$ cat src/pkg/dss_pkg.sv
// Purpose: Shared constants and types for the synchronizer status and control block
// Assumes: 40 MHz system clock, register port with 32-bit data
// Notes: Mode code assignment and register offsets are local decisions

package dss_pkg;

    // Register offsets (byte addresses)
    localparam logic [7:0] OFS_LIVE = 8'h00;
    localparam logic [7:0] OFS_EVENT = 8'h04;
    localparam logic [7:0] OFS_MASK = 8'h08;

    // Live and event field positions
    localparam int BIT_LOCK = 0;
    localparam int BIT_HOLD = 1;
    localparam int BIT_FAULT = 2;
    localparam int NUM_REF = 3;
    localparam int FLAG_W = 5;

    // Reset values
    localparam logic [4:0] EVENT_RST = 5'h00;
    localparam logic [4:0] MASK_RST = 5'h00;

    // Timing: internal reset hold after release
    localparam int CLK_HZ = 40_000_000;
    localparam int HOLD_MS = 3;
    localparam int HOLD_CYC = (CLK_HZ / 1000) * HOLD_MS;
    localparam int HOLD_CNT_W = 17;

    // Operating mode codes
    typedef enum logic [1:0] {
        MODE_NORMAL = 2'b00,
        MODE_HOLDOVER = 2'b01,
        MODE_FREERUN = 2'b10,
        MODE_AUTO = 2'b11
    } dss_mode_t;

    // Test access port states
    typedef enum logic [3:0] {
        TAP_RESET = 4'h0,
        TAP_IDLE = 4'h1,
        TAP_SEL_DR = 4'h2,
        TAP_CAP_DR = 4'h3,
        TAP_SHIFT_DR = 4'h4,
        TAP_EXIT1_DR = 4'h5,
        TAP_PAUSE_DR = 4'h6,
        TAP_EXIT2_DR = 4'h7,
        TAP_UPD_DR = 4'h8,
        TAP_SEL_IR = 4'h9,
        TAP_CAP_IR = 4'ha,
        TAP_SHIFT_IR = 4'hb,
        TAP_EXIT1_IR = 4'hc,
        TAP_PAUSE_IR = 4'hd,
        TAP_EXIT2_IR = 4'he,
        TAP_UPD_IR = 4'hf
    } dss_tap_state_t;

    // Instructions
    localparam int IR_W = 4;
    localparam logic [3:0] IR_BYPASS = 4'hf;
    localparam logic [3:0] IR_SAMPLE = 4'h1;
    localparam logic [3:0] IR_CAPT = 4'h1;

endpackage

$ cat src/pkg/dss_tap_if.sv
// Purpose: Carrier between the top block and its test access port
// Assumes: All signals on the system clock
// Notes: TCK edges arrive as one-cycle enables

`timescale 1ns/100ps

interface dss_tap_if;
    logic tck_rise;
    logic tck_fall;
    logic tms;
    logic tdi;
    logic trst_n;
    logic [4:0] scan_in;
    logic tdo;
    logic tdo_oe;
    dss_pkg::dss_tap_state_t state;

    modport tap (
        input tck_rise, tck_fall, tms, tdi, trst_n, scan_in,
        output tdo, tdo_oe, state
    );
    modport core (
        output tck_rise, tck_fall, tms, tdi, trst_n, scan_in,
        input tdo, tdo_oe, state
    );
endinterface
$ cat src/core/dss_tap.sv
// Purpose: Test access port controller with bypass and flag sample registers
// Assumes: TCK edges pre-synchronised into enables on i_clk
// Notes: TCK must stay well below a quarter of the system clock

`timescale 1ns/100ps

module dss_tap (
    // Clock and reset
    input wire logic i_clk,
    input wire logic i_rst_n,
    // Link to top
    dss_tap_if.tap bus
);

    dss_pkg::dss_tap_state_t state_reg;
    dss_pkg::dss_tap_state_t state_next;
    logic [3:0] ir_reg;
    logic [3:0] ir_sh_reg;
    logic [4:0] samp_reg;
    logic byp_reg;
    logic tdo_reg;
    logic oe_reg;

    assign bus.state = state_reg;
    assign bus.tdo = tdo_reg;
    assign bus.tdo_oe = oe_reg;

    // Next state from TMS
    always_comb begin
        state_next = state_reg;
        case (state_reg)
            dss_pkg::TAP_RESET: state_next = bus.tms ? dss_pkg::TAP_RESET : dss_pkg::TAP_IDLE;
            dss_pkg::TAP_IDLE: state_next = bus.tms ? dss_pkg::TAP_SEL_DR : dss_pkg::TAP_IDLE;
            dss_pkg::TAP_SEL_DR: state_next = bus.tms ? dss_pkg::TAP_SEL_IR : dss_pkg::TAP_CAP_DR;
            dss_pkg::TAP_CAP_DR: state_next = bus.tms ? dss_pkg::TAP_EXIT1_DR : dss_pkg::TAP_SHIFT_DR;
            dss_pkg::TAP_SHIFT_DR: state_next = bus.tms ? dss_pkg::TAP_EXIT1_DR : dss_pkg::TAP_SHIFT_DR;
            dss_pkg::TAP_EXIT1_DR: state_next = bus.tms ? dss_pkg::TAP_UPD_DR : dss_pkg::TAP_PAUSE_DR;
            dss_pkg::TAP_PAUSE_DR: state_next = bus.tms ? dss_pkg::TAP_EXIT2_DR : dss_pkg::TAP_PAUSE_DR;
            dss_pkg::TAP_EXIT2_DR: state_next = bus.tms ? dss_pkg::TAP_UPD_DR : dss_pkg::TAP_SHIFT_DR;
            dss_pkg::TAP_UPD_DR: state_next = bus.tms ? dss_pkg::TAP_SEL_DR : dss_pkg::TAP_IDLE;
            dss_pkg::TAP_SEL_IR: state_next = bus.tms ? dss_pkg::TAP_RESET : dss_pkg::TAP_CAP_IR;
            dss_pkg::TAP_CAP_IR: state_next = bus.tms ? dss_pkg::TAP_EXIT1_IR : dss_pkg::TAP_SHIFT_IR;
            dss_pkg::TAP_SHIFT_IR: state_next = bus.tms ? dss_pkg::TAP_EXIT1_IR : dss_pkg::TAP_SHIFT_IR;
            dss_pkg::TAP_EXIT1_IR: state_next = bus.tms ? dss_pkg::TAP_UPD_IR : dss_pkg::TAP_PAUSE_IR;
            dss_pkg::TAP_PAUSE_IR: state_next = bus.tms ? dss_pkg::TAP_EXIT2_IR : dss_pkg::TAP_PAUSE_IR;
            dss_pkg::TAP_EXIT2_IR: state_next = bus.tms ? dss_pkg::TAP_UPD_IR : dss_pkg::TAP_SHIFT_IR;
            dss_pkg::TAP_UPD_IR: state_next = bus.tms ? dss_pkg::TAP_SEL_DR : dss_pkg::TAP_IDLE;
            default: state_next = dss_pkg::TAP_RESET;
        endcase
    end

    always_ff @(posedge i_clk) begin
        if (!i_rst_n || !bus.trst_n) begin
            state_reg <= dss_pkg::TAP_RESET;
        end else if (bus.tck_rise) begin
            state_reg <= state_next;
        end
    end

    always_ff @(posedge i_clk) begin
        if (!i_rst_n || !bus.trst_n) begin
            ir_reg <= dss_pkg::IR_BYPASS;
            ir_sh_reg <= dss_pkg::IR_BYPASS;
        end else if (bus.tck_rise) begin
            case (state_reg)
                dss_pkg::TAP_RESET: ir_reg <= dss_pkg::IR_BYPASS;
                dss_pkg::TAP_CAP_IR: ir_sh_reg <= dss_pkg::IR_CAPT;
                dss_pkg::TAP_SHIFT_IR: ir_sh_reg <= {bus.tdi, ir_sh_reg[3:1]};
                dss_pkg::TAP_UPD_IR: ir_reg <= ir_sh_reg;
                default: ir_reg <= ir_reg;
            endcase
        end
    end

    always_ff @(posedge i_clk) begin
        if (!i_rst_n) begin
            samp_reg <= 5'h00;
            byp_reg <= 1'b0;
        end else if (bus.tck_rise) begin
            if (state_reg == dss_pkg::TAP_CAP_DR) begin
                samp_reg <= bus.scan_in;
                byp_reg <= 1'b0;
            end else if (state_reg == dss_pkg::TAP_SHIFT_DR) begin
                samp_reg <= {bus.tdi, samp_reg[4:1]};
                byp_reg <= bus.tdi;
            end
        end
    end

    always_ff @(posedge i_clk) begin
        if (!i_rst_n) begin
            tdo_reg <= 1'b0;
            oe_reg <= 1'b0;
        end else if (!bus.trst_n) begin
            // Test reset ends any scan, so the output is released at once
            oe_reg <= 1'b0;
        end else if (bus.tck_fall) begin
            oe_reg <= (state_reg == dss_pkg::TAP_SHIFT_IR) ||
                (state_reg == dss_pkg::TAP_SHIFT_DR);
            if (state_reg == dss_pkg::TAP_SHIFT_IR) begin
                tdo_reg <= ir_sh_reg[0];
            end else if (ir_reg == dss_pkg::IR_SAMPLE) begin
                tdo_reg <= samp_reg[0];
            end else begin
                tdo_reg <= byp_reg;
            end
        end
    end
endmodule

$ cat src/core/dss_top.sv
// Purpose: Status flags, mode pins, corrector control and test port of the synchronizer
// Assumes: Pins are asynchronous; PLL core status inputs share i_clk
// Notes: Internal reset hold is a parameter so simulation can shorten it
//
// The implementer's own choices: the register addresses and the address-and-strobe port.

`timescale 1ns/100ps

module dss_top #(
    parameter int HOLD_CYCLES = dss_pkg::HOLD_CYC
) (
    // Clock and reset
    input wire logic i_clk,
    input wire logic i_rst_n,
    // Control pins
    input wire logic i_range_limit_select,
    input wire logic i_phase_rebuild_select,
    input wire logic i_operating_code_bit0,
    input wire logic i_operating_code_bit1,
    // Test port pins
    input wire logic i_tck,
    input wire logic i_tms,
    input wire logic i_tdi,
    input wire logic i_trst_n,
    output logic o_tdo,
    output logic o_tdo_oe,
    // PLL core status
    input wire logic i_pll_locked,
    input wire logic i_pll_holdover,
    input wire logic [1:0] i_ref_index,
    input wire logic [2:0] i_ref_over_ds1,
    input wire logic [2:0] i_ref_over_e1,
    input wire logic [2:0] i_ref_abrupt,
    // Status pins
    output logic o_lock,
    output logic o_holdover,
    output logic o_input_a_fault_flag,
    output logic o_input_b_fault_flag,
    output logic o_input_c_fault_flag,
    // Core control
    output logic [1:0] o_mode,
    output logic o_corrector_keep,
    output logic o_corrector_remeasure,
    output logic o_in_reset,
    output logic o_outputs_oe,
    // Register port
    input wire logic [7:0] i_addr,
    input wire logic [31:0] i_wr_data,
    input wire logic i_wr_en,
    input wire logic i_rd_en,
    output logic [31:0] o_rd_data,
    output logic o_irq
);

    localparam int NPIN = 8;
    localparam logic [16:0] HOLD_LAST = 17'(HOLD_CYCLES - 1);

    logic [NPIN-1:0] pin_raw;
    logic [NPIN-1:0] pin_m_reg;
    logic [NPIN-1:0] pin_s_reg;
    logic tck_d_reg;
    logic [16:0] hold_cnt_reg;
    logic run_reg;
    logic in_rst_reg;
    logic lock_reg;
    logic hold_reg;
    logic [2:0] fault_reg;
    logic [2:0] fault_cond;
    dss_pkg::dss_mode_t mode_reg;
    logic off_reg;
    logic [1:0] left_ref_reg;
    logic off_now;
    logic keep_reg;
    logic remeas_reg;
    logic [4:0] live;
    logic [4:0] event_reg;
    logic [4:0] event_next;
    logic [4:0] event_set;
    logic [4:0] mask_reg;
    logic [31:0] rd_reg;
    logic irq_reg;
    logic [4:0] live_d_reg;

    dss_tap_if tap_bus ();

    assign pin_raw = {i_trst_n, i_tdi, i_tms, i_tck, i_operating_code_bit1,
        i_operating_code_bit0, i_phase_rebuild_select, i_range_limit_select};

    // Two-flop synchronisers, one per pin
    genvar gi;
    generate
        for (gi = 0; gi < NPIN; gi++) begin : g_sync
            always_ff @(posedge i_clk) begin
                if (!i_rst_n) begin
                    pin_m_reg[gi] <= 1'b0;
                    pin_s_reg[gi] <= 1'b0;
                end else begin
                    pin_m_reg[gi] <= pin_raw[gi];
                    pin_s_reg[gi] <= pin_m_reg[gi];
                end
            end
        end
    endgenerate

    // Test clock edge detect on the synchronised copy
    always_ff @(posedge i_clk) begin
        if (!i_rst_n) begin
            tck_d_reg <= 1'b0;
        end else begin
            tck_d_reg <= pin_s_reg[4];
        end
    end

    assign tap_bus.tck_rise = pin_s_reg[4] && !tck_d_reg;
    assign tap_bus.tck_fall = !pin_s_reg[4] && tck_d_reg;
    assign tap_bus.tms = pin_s_reg[5];
    assign tap_bus.tdi = pin_s_reg[6];
    assign tap_bus.trst_n = pin_s_reg[7];
    assign tap_bus.scan_in = {fault_reg, hold_reg, lock_reg};

    dss_tap u_tap (
        .i_clk (i_clk),
        .i_rst_n (i_rst_n),
        .bus (tap_bus)
    );

    assign o_tdo = tap_bus.tdo;
    assign o_tdo_oe = tap_bus.tdo_oe;

    always_ff @(posedge i_clk) begin
        if (!i_rst_n) begin
            hold_cnt_reg <= 17'h00000;
            run_reg <= 1'b0;
            in_rst_reg <= 1'b1;
        end else if (!run_reg) begin
            if (hold_cnt_reg == HOLD_LAST) begin
                run_reg <= 1'b1;
                // Own flop so the pin never sees an inverter glitch
                in_rst_reg <= 1'b0;
            end else begin
                hold_cnt_reg <= hold_cnt_reg + 17'h00001;
            end
        end
    end

    assign o_in_reset = in_rst_reg;
    assign o_outputs_oe = run_reg;

    // mode decode, held at normal while in reset
    always_ff @(posedge i_clk) begin
        if (!i_rst_n || !run_reg) begin
            mode_reg <= dss_pkg::MODE_NORMAL;
        end else begin
            mode_reg <= dss_pkg::dss_mode_t'({pin_s_reg[3], pin_s_reg[2]});
        end
    end

    assign o_mode = mode_reg;
    assign off_now = i_pll_holdover || (mode_reg == dss_pkg::MODE_FREERUN);

    // limit chosen by range select; abrupt change always counts
    assign fault_cond = (pin_s_reg[0] ? i_ref_over_e1 : i_ref_over_ds1) | i_ref_abrupt;

    always_ff @(posedge i_clk) begin
        if (!i_rst_n || !run_reg) begin
            lock_reg <= 1'b0;
            hold_reg <= 1'b0;
            fault_reg <= 3'h0;
        end else begin
            lock_reg <= i_pll_locked && !off_now;
            hold_reg <= i_pll_holdover;
            fault_reg <= fault_cond;
        end
    end

    assign o_lock = lock_reg;
    assign o_holdover = hold_reg;
    assign o_input_a_fault_flag = fault_reg[0];
    assign o_input_b_fault_flag = fault_reg[1];
    assign o_input_c_fault_flag = fault_reg[2];

    // fresh delay when rebuild select is high
    always_ff @(posedge i_clk) begin
        if (!i_rst_n || !run_reg) begin
            off_reg <= 1'b0;
            left_ref_reg <= 2'h0;
            keep_reg <= 1'b0;
            remeas_reg <= 1'b0;
        end else begin
            off_reg <= off_now;
            keep_reg <= 1'b0;
            remeas_reg <= 1'b0;
            if (off_now && !off_reg) begin
                left_ref_reg <= i_ref_index;
            end
            if (off_reg && !off_now) begin
                // A different input cannot reuse the old delay
                if (!pin_s_reg[1] && i_ref_index == left_ref_reg) begin
                    keep_reg <= 1'b1;
                end else begin
                    remeas_reg <= 1'b1;
                end
            end
        end
    end

    assign o_corrector_keep = keep_reg;
    assign o_corrector_remeasure = remeas_reg;

    // Events: lock lost, holdover entered, each fault raised
    assign live = {fault_reg, hold_reg, lock_reg};
    assign event_set = {fault_reg & ~live_d_reg[4:2], hold_reg & ~live_d_reg[1],
        live_d_reg[0] & ~lock_reg};

    always_ff @(posedge i_clk) begin
        if (!i_rst_n) begin
            live_d_reg <= 5'h00;
        end else begin
            live_d_reg <= live;
        end
    end

    // Write one to clear; a new event in the same cycle survives
    always_comb begin
        event_next = event_reg;
        if (i_wr_en && i_addr == dss_pkg::OFS_EVENT) begin
            event_next = event_reg & ~i_wr_data[4:0];
        end
        event_next = event_next | event_set;
    end

    always_ff @(posedge i_clk) begin
        if (!i_rst_n) begin
            event_reg <= dss_pkg::EVENT_RST;
            mask_reg <= dss_pkg::MASK_RST;
        end else begin
            event_reg <= event_next;
            if (i_wr_en && i_addr == dss_pkg::OFS_MASK) begin
                mask_reg <= i_wr_data[4:0];
            end
        end
    end

    // Level interrupt from unmasked sticky bits
    always_ff @(posedge i_clk) begin
        if (!i_rst_n) begin
            irq_reg <= 1'b0;
        end else begin
            irq_reg <= |(event_next & mask_reg);
        end
    end

    assign o_irq = irq_reg;

    // Read data stands one cycle only; unmapped reads give zero
    always_ff @(posedge i_clk) begin
        if (!i_rst_n || !i_rd_en) begin
            rd_reg <= 32'h00000000;
        end else if (i_addr == dss_pkg::OFS_LIVE) begin
            rd_reg <= {27'h0000000, live};
        end else if (i_addr == dss_pkg::OFS_EVENT) begin
            rd_reg <= {27'h0000000, event_reg};
        end else if (i_addr == dss_pkg::OFS_MASK) begin
            rd_reg <= {27'h0000000, mask_reg};
        end else begin
            rd_reg <= 32'h00000000;
        end
    end

    assign o_rd_data = rd_reg;
endmodule

$ cat config.mk
export PLATFORM = sky130hd
export DESIGN_NAME = dss_top
export DESIGN_NICKNAME = d
export VERILOG_FILES = /design/src/pkg/dss_pkg.sv /design/src/pkg/dss_tap_if.sv /design/src/core/dss_tap.sv /design/src/core/dss_top.sv
export SDC_FILE = /design/constraint.sdc
export NUM_CORES = 1
export LEC_CHECK = 0
export BUFFER_PORTS_ARGS = -buffer_cell sky130_fd_sc_hd__buf_2
export CAP_MARGIN = 20
export CELL_PAD_IN_SITES_DETAIL_PLACEMENT = 0
export CELL_PAD_IN_SITES_GLOBAL_PLACEMENT = 1
export CORE_MARGIN = 2
export CORE_UTILIZATION = 36
export DETAILED_ROUTE_END_ITERATION = 10
export GPL_TIMING_DRIVEN = 1
export PLACE_DENSITY = 0.84
export SYNTH_ARGS = -nofsm -noshare
export SYNTH_HDL_FRONTEND = slang
export SYNTH_SLANG_ARGS = --single-unit
$ cat constraint.sdc
create_clock -name i_clk -period 2.15 [get_ports i_clk]
set_input_delay 0.3225 -clock i_clk [delete_from_list [all_inputs] [get_ports i_clk]]
set_output_delay 0.3225 -clock i_clk [all_outputs]
set_load 0.01 [all_outputs]
* Word level (Yosys, flattened, before mapping) *
Index checks and enable logic that the tools add are counted.

word-level totals
  register bits after elaboration = 116
  bits in latches = 0
  bits in writable memories = 0
  bits in read-only memories = 0
  bits of input ports = 65
  output and inout bits = 46
  memories kept = 0

operators by class
  add/subtract/negate cells = 1
  multiply operators = 0
  divide/modulo/power cells = 0
  magnitude comparators = 0
  equality and inequality tests = 21
  shift-type cells = 0
  mux-type cells = 30
  bitwise gates (word level) = 14
  reductions and logical operators = 40

operator list
  kind                     number
  $pmux W4 S12             1
  $eq A4 B4 Y1 const B     8
  $mux W5                  6
  $add A17 B1 Y17 const B  1
  $eq A17 B17 Y1 const B   1
  $eq A4 B3 Y1 const B     4
  $mux W4                  4
  $pmux W4 S2              2
  $reduce_and A2 Y1        7
  $mux W1                  11
  $and A5 B5 Y5            2
  $logic_not A1 Y1         9
  $mux W3                  3
  $eq A4 B1 Y1 const B     2
  $eq A4 B2 Y1 const B     2
  $eq A8 B3 Y1 const B     1
  $eq A8 B4 Y1 const B     1
  $logic_and A1 B1 Y1      8
  $logic_not A8 Y1         1
  $mux W2                  3
  $reduce_bool A2 Y1       3
  $reduce_or A2 Y1         3
  $reduce_or A3 Y1         2
  $logic_or A1 B1 Y1       5
  11 further kinds         16

* Logic depth before layout (Yosys ltp) *
  depth after elaboration = 6
  gate-level depth with buffers = 7

* Cells and area by module *
Synthesis repeated with hierarchy kept, for this count alone.

unflattened totals
  cells, all modules = 443
  area, all modules = 4002.6 um^2

by module, submodules not included
  module   instances  cells each  area each (um^2)  seq. area each (um^2)
  dss_top  1          309         2922.8            1381.3
  dss_tap  1          134         1079.8            400.4

* Worst setup path before layout *
Ideal clock, no wire load.

  path type = input-to-reg
  start = in i_addr[7]
  end = reg irq_reg, in the netlist o_irq
  data arrival time = 1.683 ns
  required time = 2.025 ns
  slack = 0.342 ns
  stages = 5
  cell sequence = nor4_1 nand2_1 nor3_2 a31oi_1 o41a_1

between the ends
  word-level cells in the longest chain between the ends = 6

ends and longest elaborated chain
  item                  RTL line        RTL
  start, declared       dss_top.sv:47   input wire logic [7:0] i_addr,
  $eq A8 B3 Y1          dss_top.sv:226  if (i_wr_en && i_addr == dss_pkg::OFS_EVENT) begin
  $logic_and A1 B1 Y1   dss_top.sv:226
  $mux W5               dss_top.sv:226
  $or A5 B5 Y5          dss_top.sv:229  event_next = event_next | event_set;
  $and A5 B5 Y5         dss_top.sv:249  irq_reg <= |(event_next & mask_reg);
  $reduce_or A5 Y1      dss_top.sv:249
  end signal, assigned  dss_top.sv:249
  end, declared         dss_top.sv:81   logic irq_reg;

No other way between the ends.
A chain may end at the register's enable or synchronous reset.

* Worst setup path in the final report *
  start = reg hold_cnt_reg[8]
  end = reg hold_cnt_reg[13]

between the ends
  word-level cells in the longest chain between the ends = 3
  elaborated cells on any way between the ends = 4

ends and longest elaborated chain
  item                                                     RTL line        RTL
  start, declared                                          dss_top.sv:62   logic [16:0] hold_cnt_reg;
  start signal, assigned                                   dss_top.sv:141  hold_cnt_reg <= hold_cnt_reg + 17'h00001;
  branches (longest 3 deep; another with $add A17 B1 Y17)  -

Parallel ways; which one is timed is not known.

==> results.md <==
- Clock root buffer: clkbuf_8
- Wire length per cell: 12.7 um
- CTS HTree Levels: 3
- Die width: 109 um
- Final core utilization: 42.4%
- WP buf/inv: 0
- Status: complete, no violations
- Maxcap violations: 0
- Synthesized cell area: 0.00400 sq mm
- Number of flops mapped to enable cells by yosys: 0
- NumNets Final: 563
- Max incr delay on CP: 530 ps
- Detailed placer's ending HPWL: 5940 um
- Initial antenna violation count: 0
- Commonest non-fill, non-tap cell in the layout: dfxtp_1
- Fin cells: 642
- Most frequent cells in the layout: 89 x dfxtp_1, 56 x buf_2, 36 x nand2_1
- Static Leak: 1.92 nW
- Gr usage total: 14.3%
- CTS Hold Buffers Added: 0
- Largest register FFs: 17
- Die Y: 109 um
- Crit-path cells: or4b_4 -> nor4_4 -> a21oi_2 -> and3_4 -> o21a_1
- TritonCTS clock tree: done
- Top FF cell, synth: dfxtp_1
- GPL Wtd Cong: 0.768
- First-pass GRT wire length: 13600 um
- Buffers added on ports: 56
- DRC Markers: 0
- CP required: 2400 ps
- Largest net degree at the start of global routing: 38
- Via/cell ratio: 4.94
- 1st-iter DRT viols: 103
- Setup violations, final: 0
- Die ar.: 0.0120 sq mm
- Syn. warnings: 0
- Max Transition Viols Final: 0
- Register bit count reported by yosys: 89
- GRT overflow: 0
- Clock transition at the registers of the reported paths: 90 ps
- Relative slew slack: 64.6%
- TNS Setup: 0 ps
- WP data arrival: 2050 ps
- Initial Util: 36.9%
- CORE AREA: 0.0108 sq mm
- Internal Power: 2.51 mW
- Vias in the first global route: 2875
- Drt first pass iters: 6
- Synth Instances: 441
- Final Skew: 9.48 ps
- Combinational Power Share: 4.5%
- Sw Ratio: 22.1%
- Synth unique cells: 56
- Num CTS Buffers: 9
- Clk_lat worst skew: 360 ps
- CP delay by family, top: simple AND/OR/NAND/NOR gates
- Clock sink total: 89
- FMAX: 556 MHz
- Final ANT Viol Nets: 0
- Worst Setup Start Kind: flip-flop
- CP endpoint kind: flip-flop
- Worst slew pin tran: 517 ps
- Mapped Avg Cell Area: 9.06 sq um
- Slowest cell on the critical path: or4b_4
- Core Rows: 38
- WS Path Type: reg2reg
- Net Sw Power: 0.713 mW
- Antenna cell count: 0
- Tmin final: 1800 ps
- Post-synthesis sequential area ratio: 44.6%
- Max VDD drop: 0.331 mV
- Power per cell area: 701 mW/mm^2
- Clk buf depth: 2
- Routed WL: 8180 um
- Power share of the sequential group: 52.1%
- Post-CTS Setup Repair Bufs: 0
- Routed vias: 3173
- Critical path peak fanout: 9
- Clk pwr share: 43.4%
- Io pins: 111
- Area Overhead vs Synth: 15.1%
- Inst Count DP: 626
- Final Hold Viols: 0
- RSZ-0062 raised after global routing: no
- Asr flop ratio synth: 0%
- Min-delay worst type: in2reg
- CTS resizes: 0
- Share of cells above drive strength 1: 18.7%
- Final period util: 83.7%
synthesized netlist by cell type (5+ instances only):
cell	number	area share (%)
nand2b_1	15	2.3
a31oi_1	10	1.6
nor2_1	19	1.8
inv_1	5	0.47
o21ai_0	20	2.5
nand2_1	36	3.4
clkbuf_1	20	1.9
xor2_1	8	1.8
nand4_1	5	0.78
and2_1	34	5.3
o22ai_1	5	0.78
o211a_1	5	1.3
dfxtp_1	89	45
mux2i_1	17	4.3
buf_4	27	5.1
nand3_1	11	1.4
a21oi_1	16	2.0
a2111oi_0	5	1.1
nor2b_1	30	4.7
nor3_1	8	1.0
routing by layer:
layer,vias to the layer above,GRT usage [%],routed length [um]
li1,1603,-,-
met1,1485,18.2,3680
met2,77,24.2,4060
met3,8,3.97,365
met4,0,3.53,74
met5,-,0,0
path summary, 6_finish.rpt:
kind	start	to	slack [ps]	depth (start not counted)
setup / recovery	hold_cnt_reg[8]$_SDFFE_PN0P_	hold_cnt_reg[13]$_SDFFE_PN0P_	350	5
hold / removal	i_operating_code_bit1	pin_m_reg[3]$_SDFF_PN0_	170	2
setup reg to reg	hold_cnt_reg[8]$_SDFFE_PN0P_	hold_cnt_reg[13]$_SDFFE_PN0P_	350	5
hold reg to reg	pin_m_reg[5]$_SDFF_PN0_	tap_bus.tms$_SDFF_PN0_	440	1
worst reg2reg max path, cell delays in order, from the launching register on:
cell	delay (ps)
dfxtp_1	350
or4b_4	530
nor4_4	250
a21oi_2	200
and3_4	220
o21a_1	150
metrics by stage:
step / setup slack [ps] / hold slack, ps / instance area [sq um] / power (mW)
4_1_cts: 326 / 147 / 4600 / 3.26
6_report: 350 / 167 / 4600 / 3.22
3_5_place_dp: 179 / 419 / 4350 / 1.86
2_1_floorplan: 342 / 412 / 4090 / 1.84
5_1_grt: 226 / 140 / 4600 / 3.35
3_3_place_gp: 205 / 415 / 4350 / 1.86
kinds of logic after synthesis:
kind of cell / Yosys count / share of synthesized area, %
adders and majority gates: 1 / 0.313
muxes: 18 / 4.54
and+or+nand+nor: 186 / 27.1
xor gates and xnor gates: 10 / 2.19
DFF: 89 / 44.6
buffers and inverters: 54 / 7.61
AOI/OAI and AO/OA: 82 / 13.6
other: 1 / 0.0938
area by class of cell:
type / instances / area, sq um
Clock inverter: 7 / 124
Fill cell: 1102 / 6240
Multi-Input combinational cell: 324 / 2010
Tap cell: 140 / 175
Clock buffer: 9 / 124
Timing Repair Buffer: 67 / 363
Inverter: 6 / 22.5
Sequential cell: 89 / 1780
power groups by stage:
stage	combinational, mW	sequential [mW]	clock, mW
after global placement	0.143	1.72	0
after floorplan	0.130	1.71	0
after CTS	0.147	1.68	1.44
after global routing	0.167	1.68	1.50
after detailed placement	0.147	1.72	0
final	0.147	1.68	1.40
Note: power is estimated with default switching activity, not from simulation.
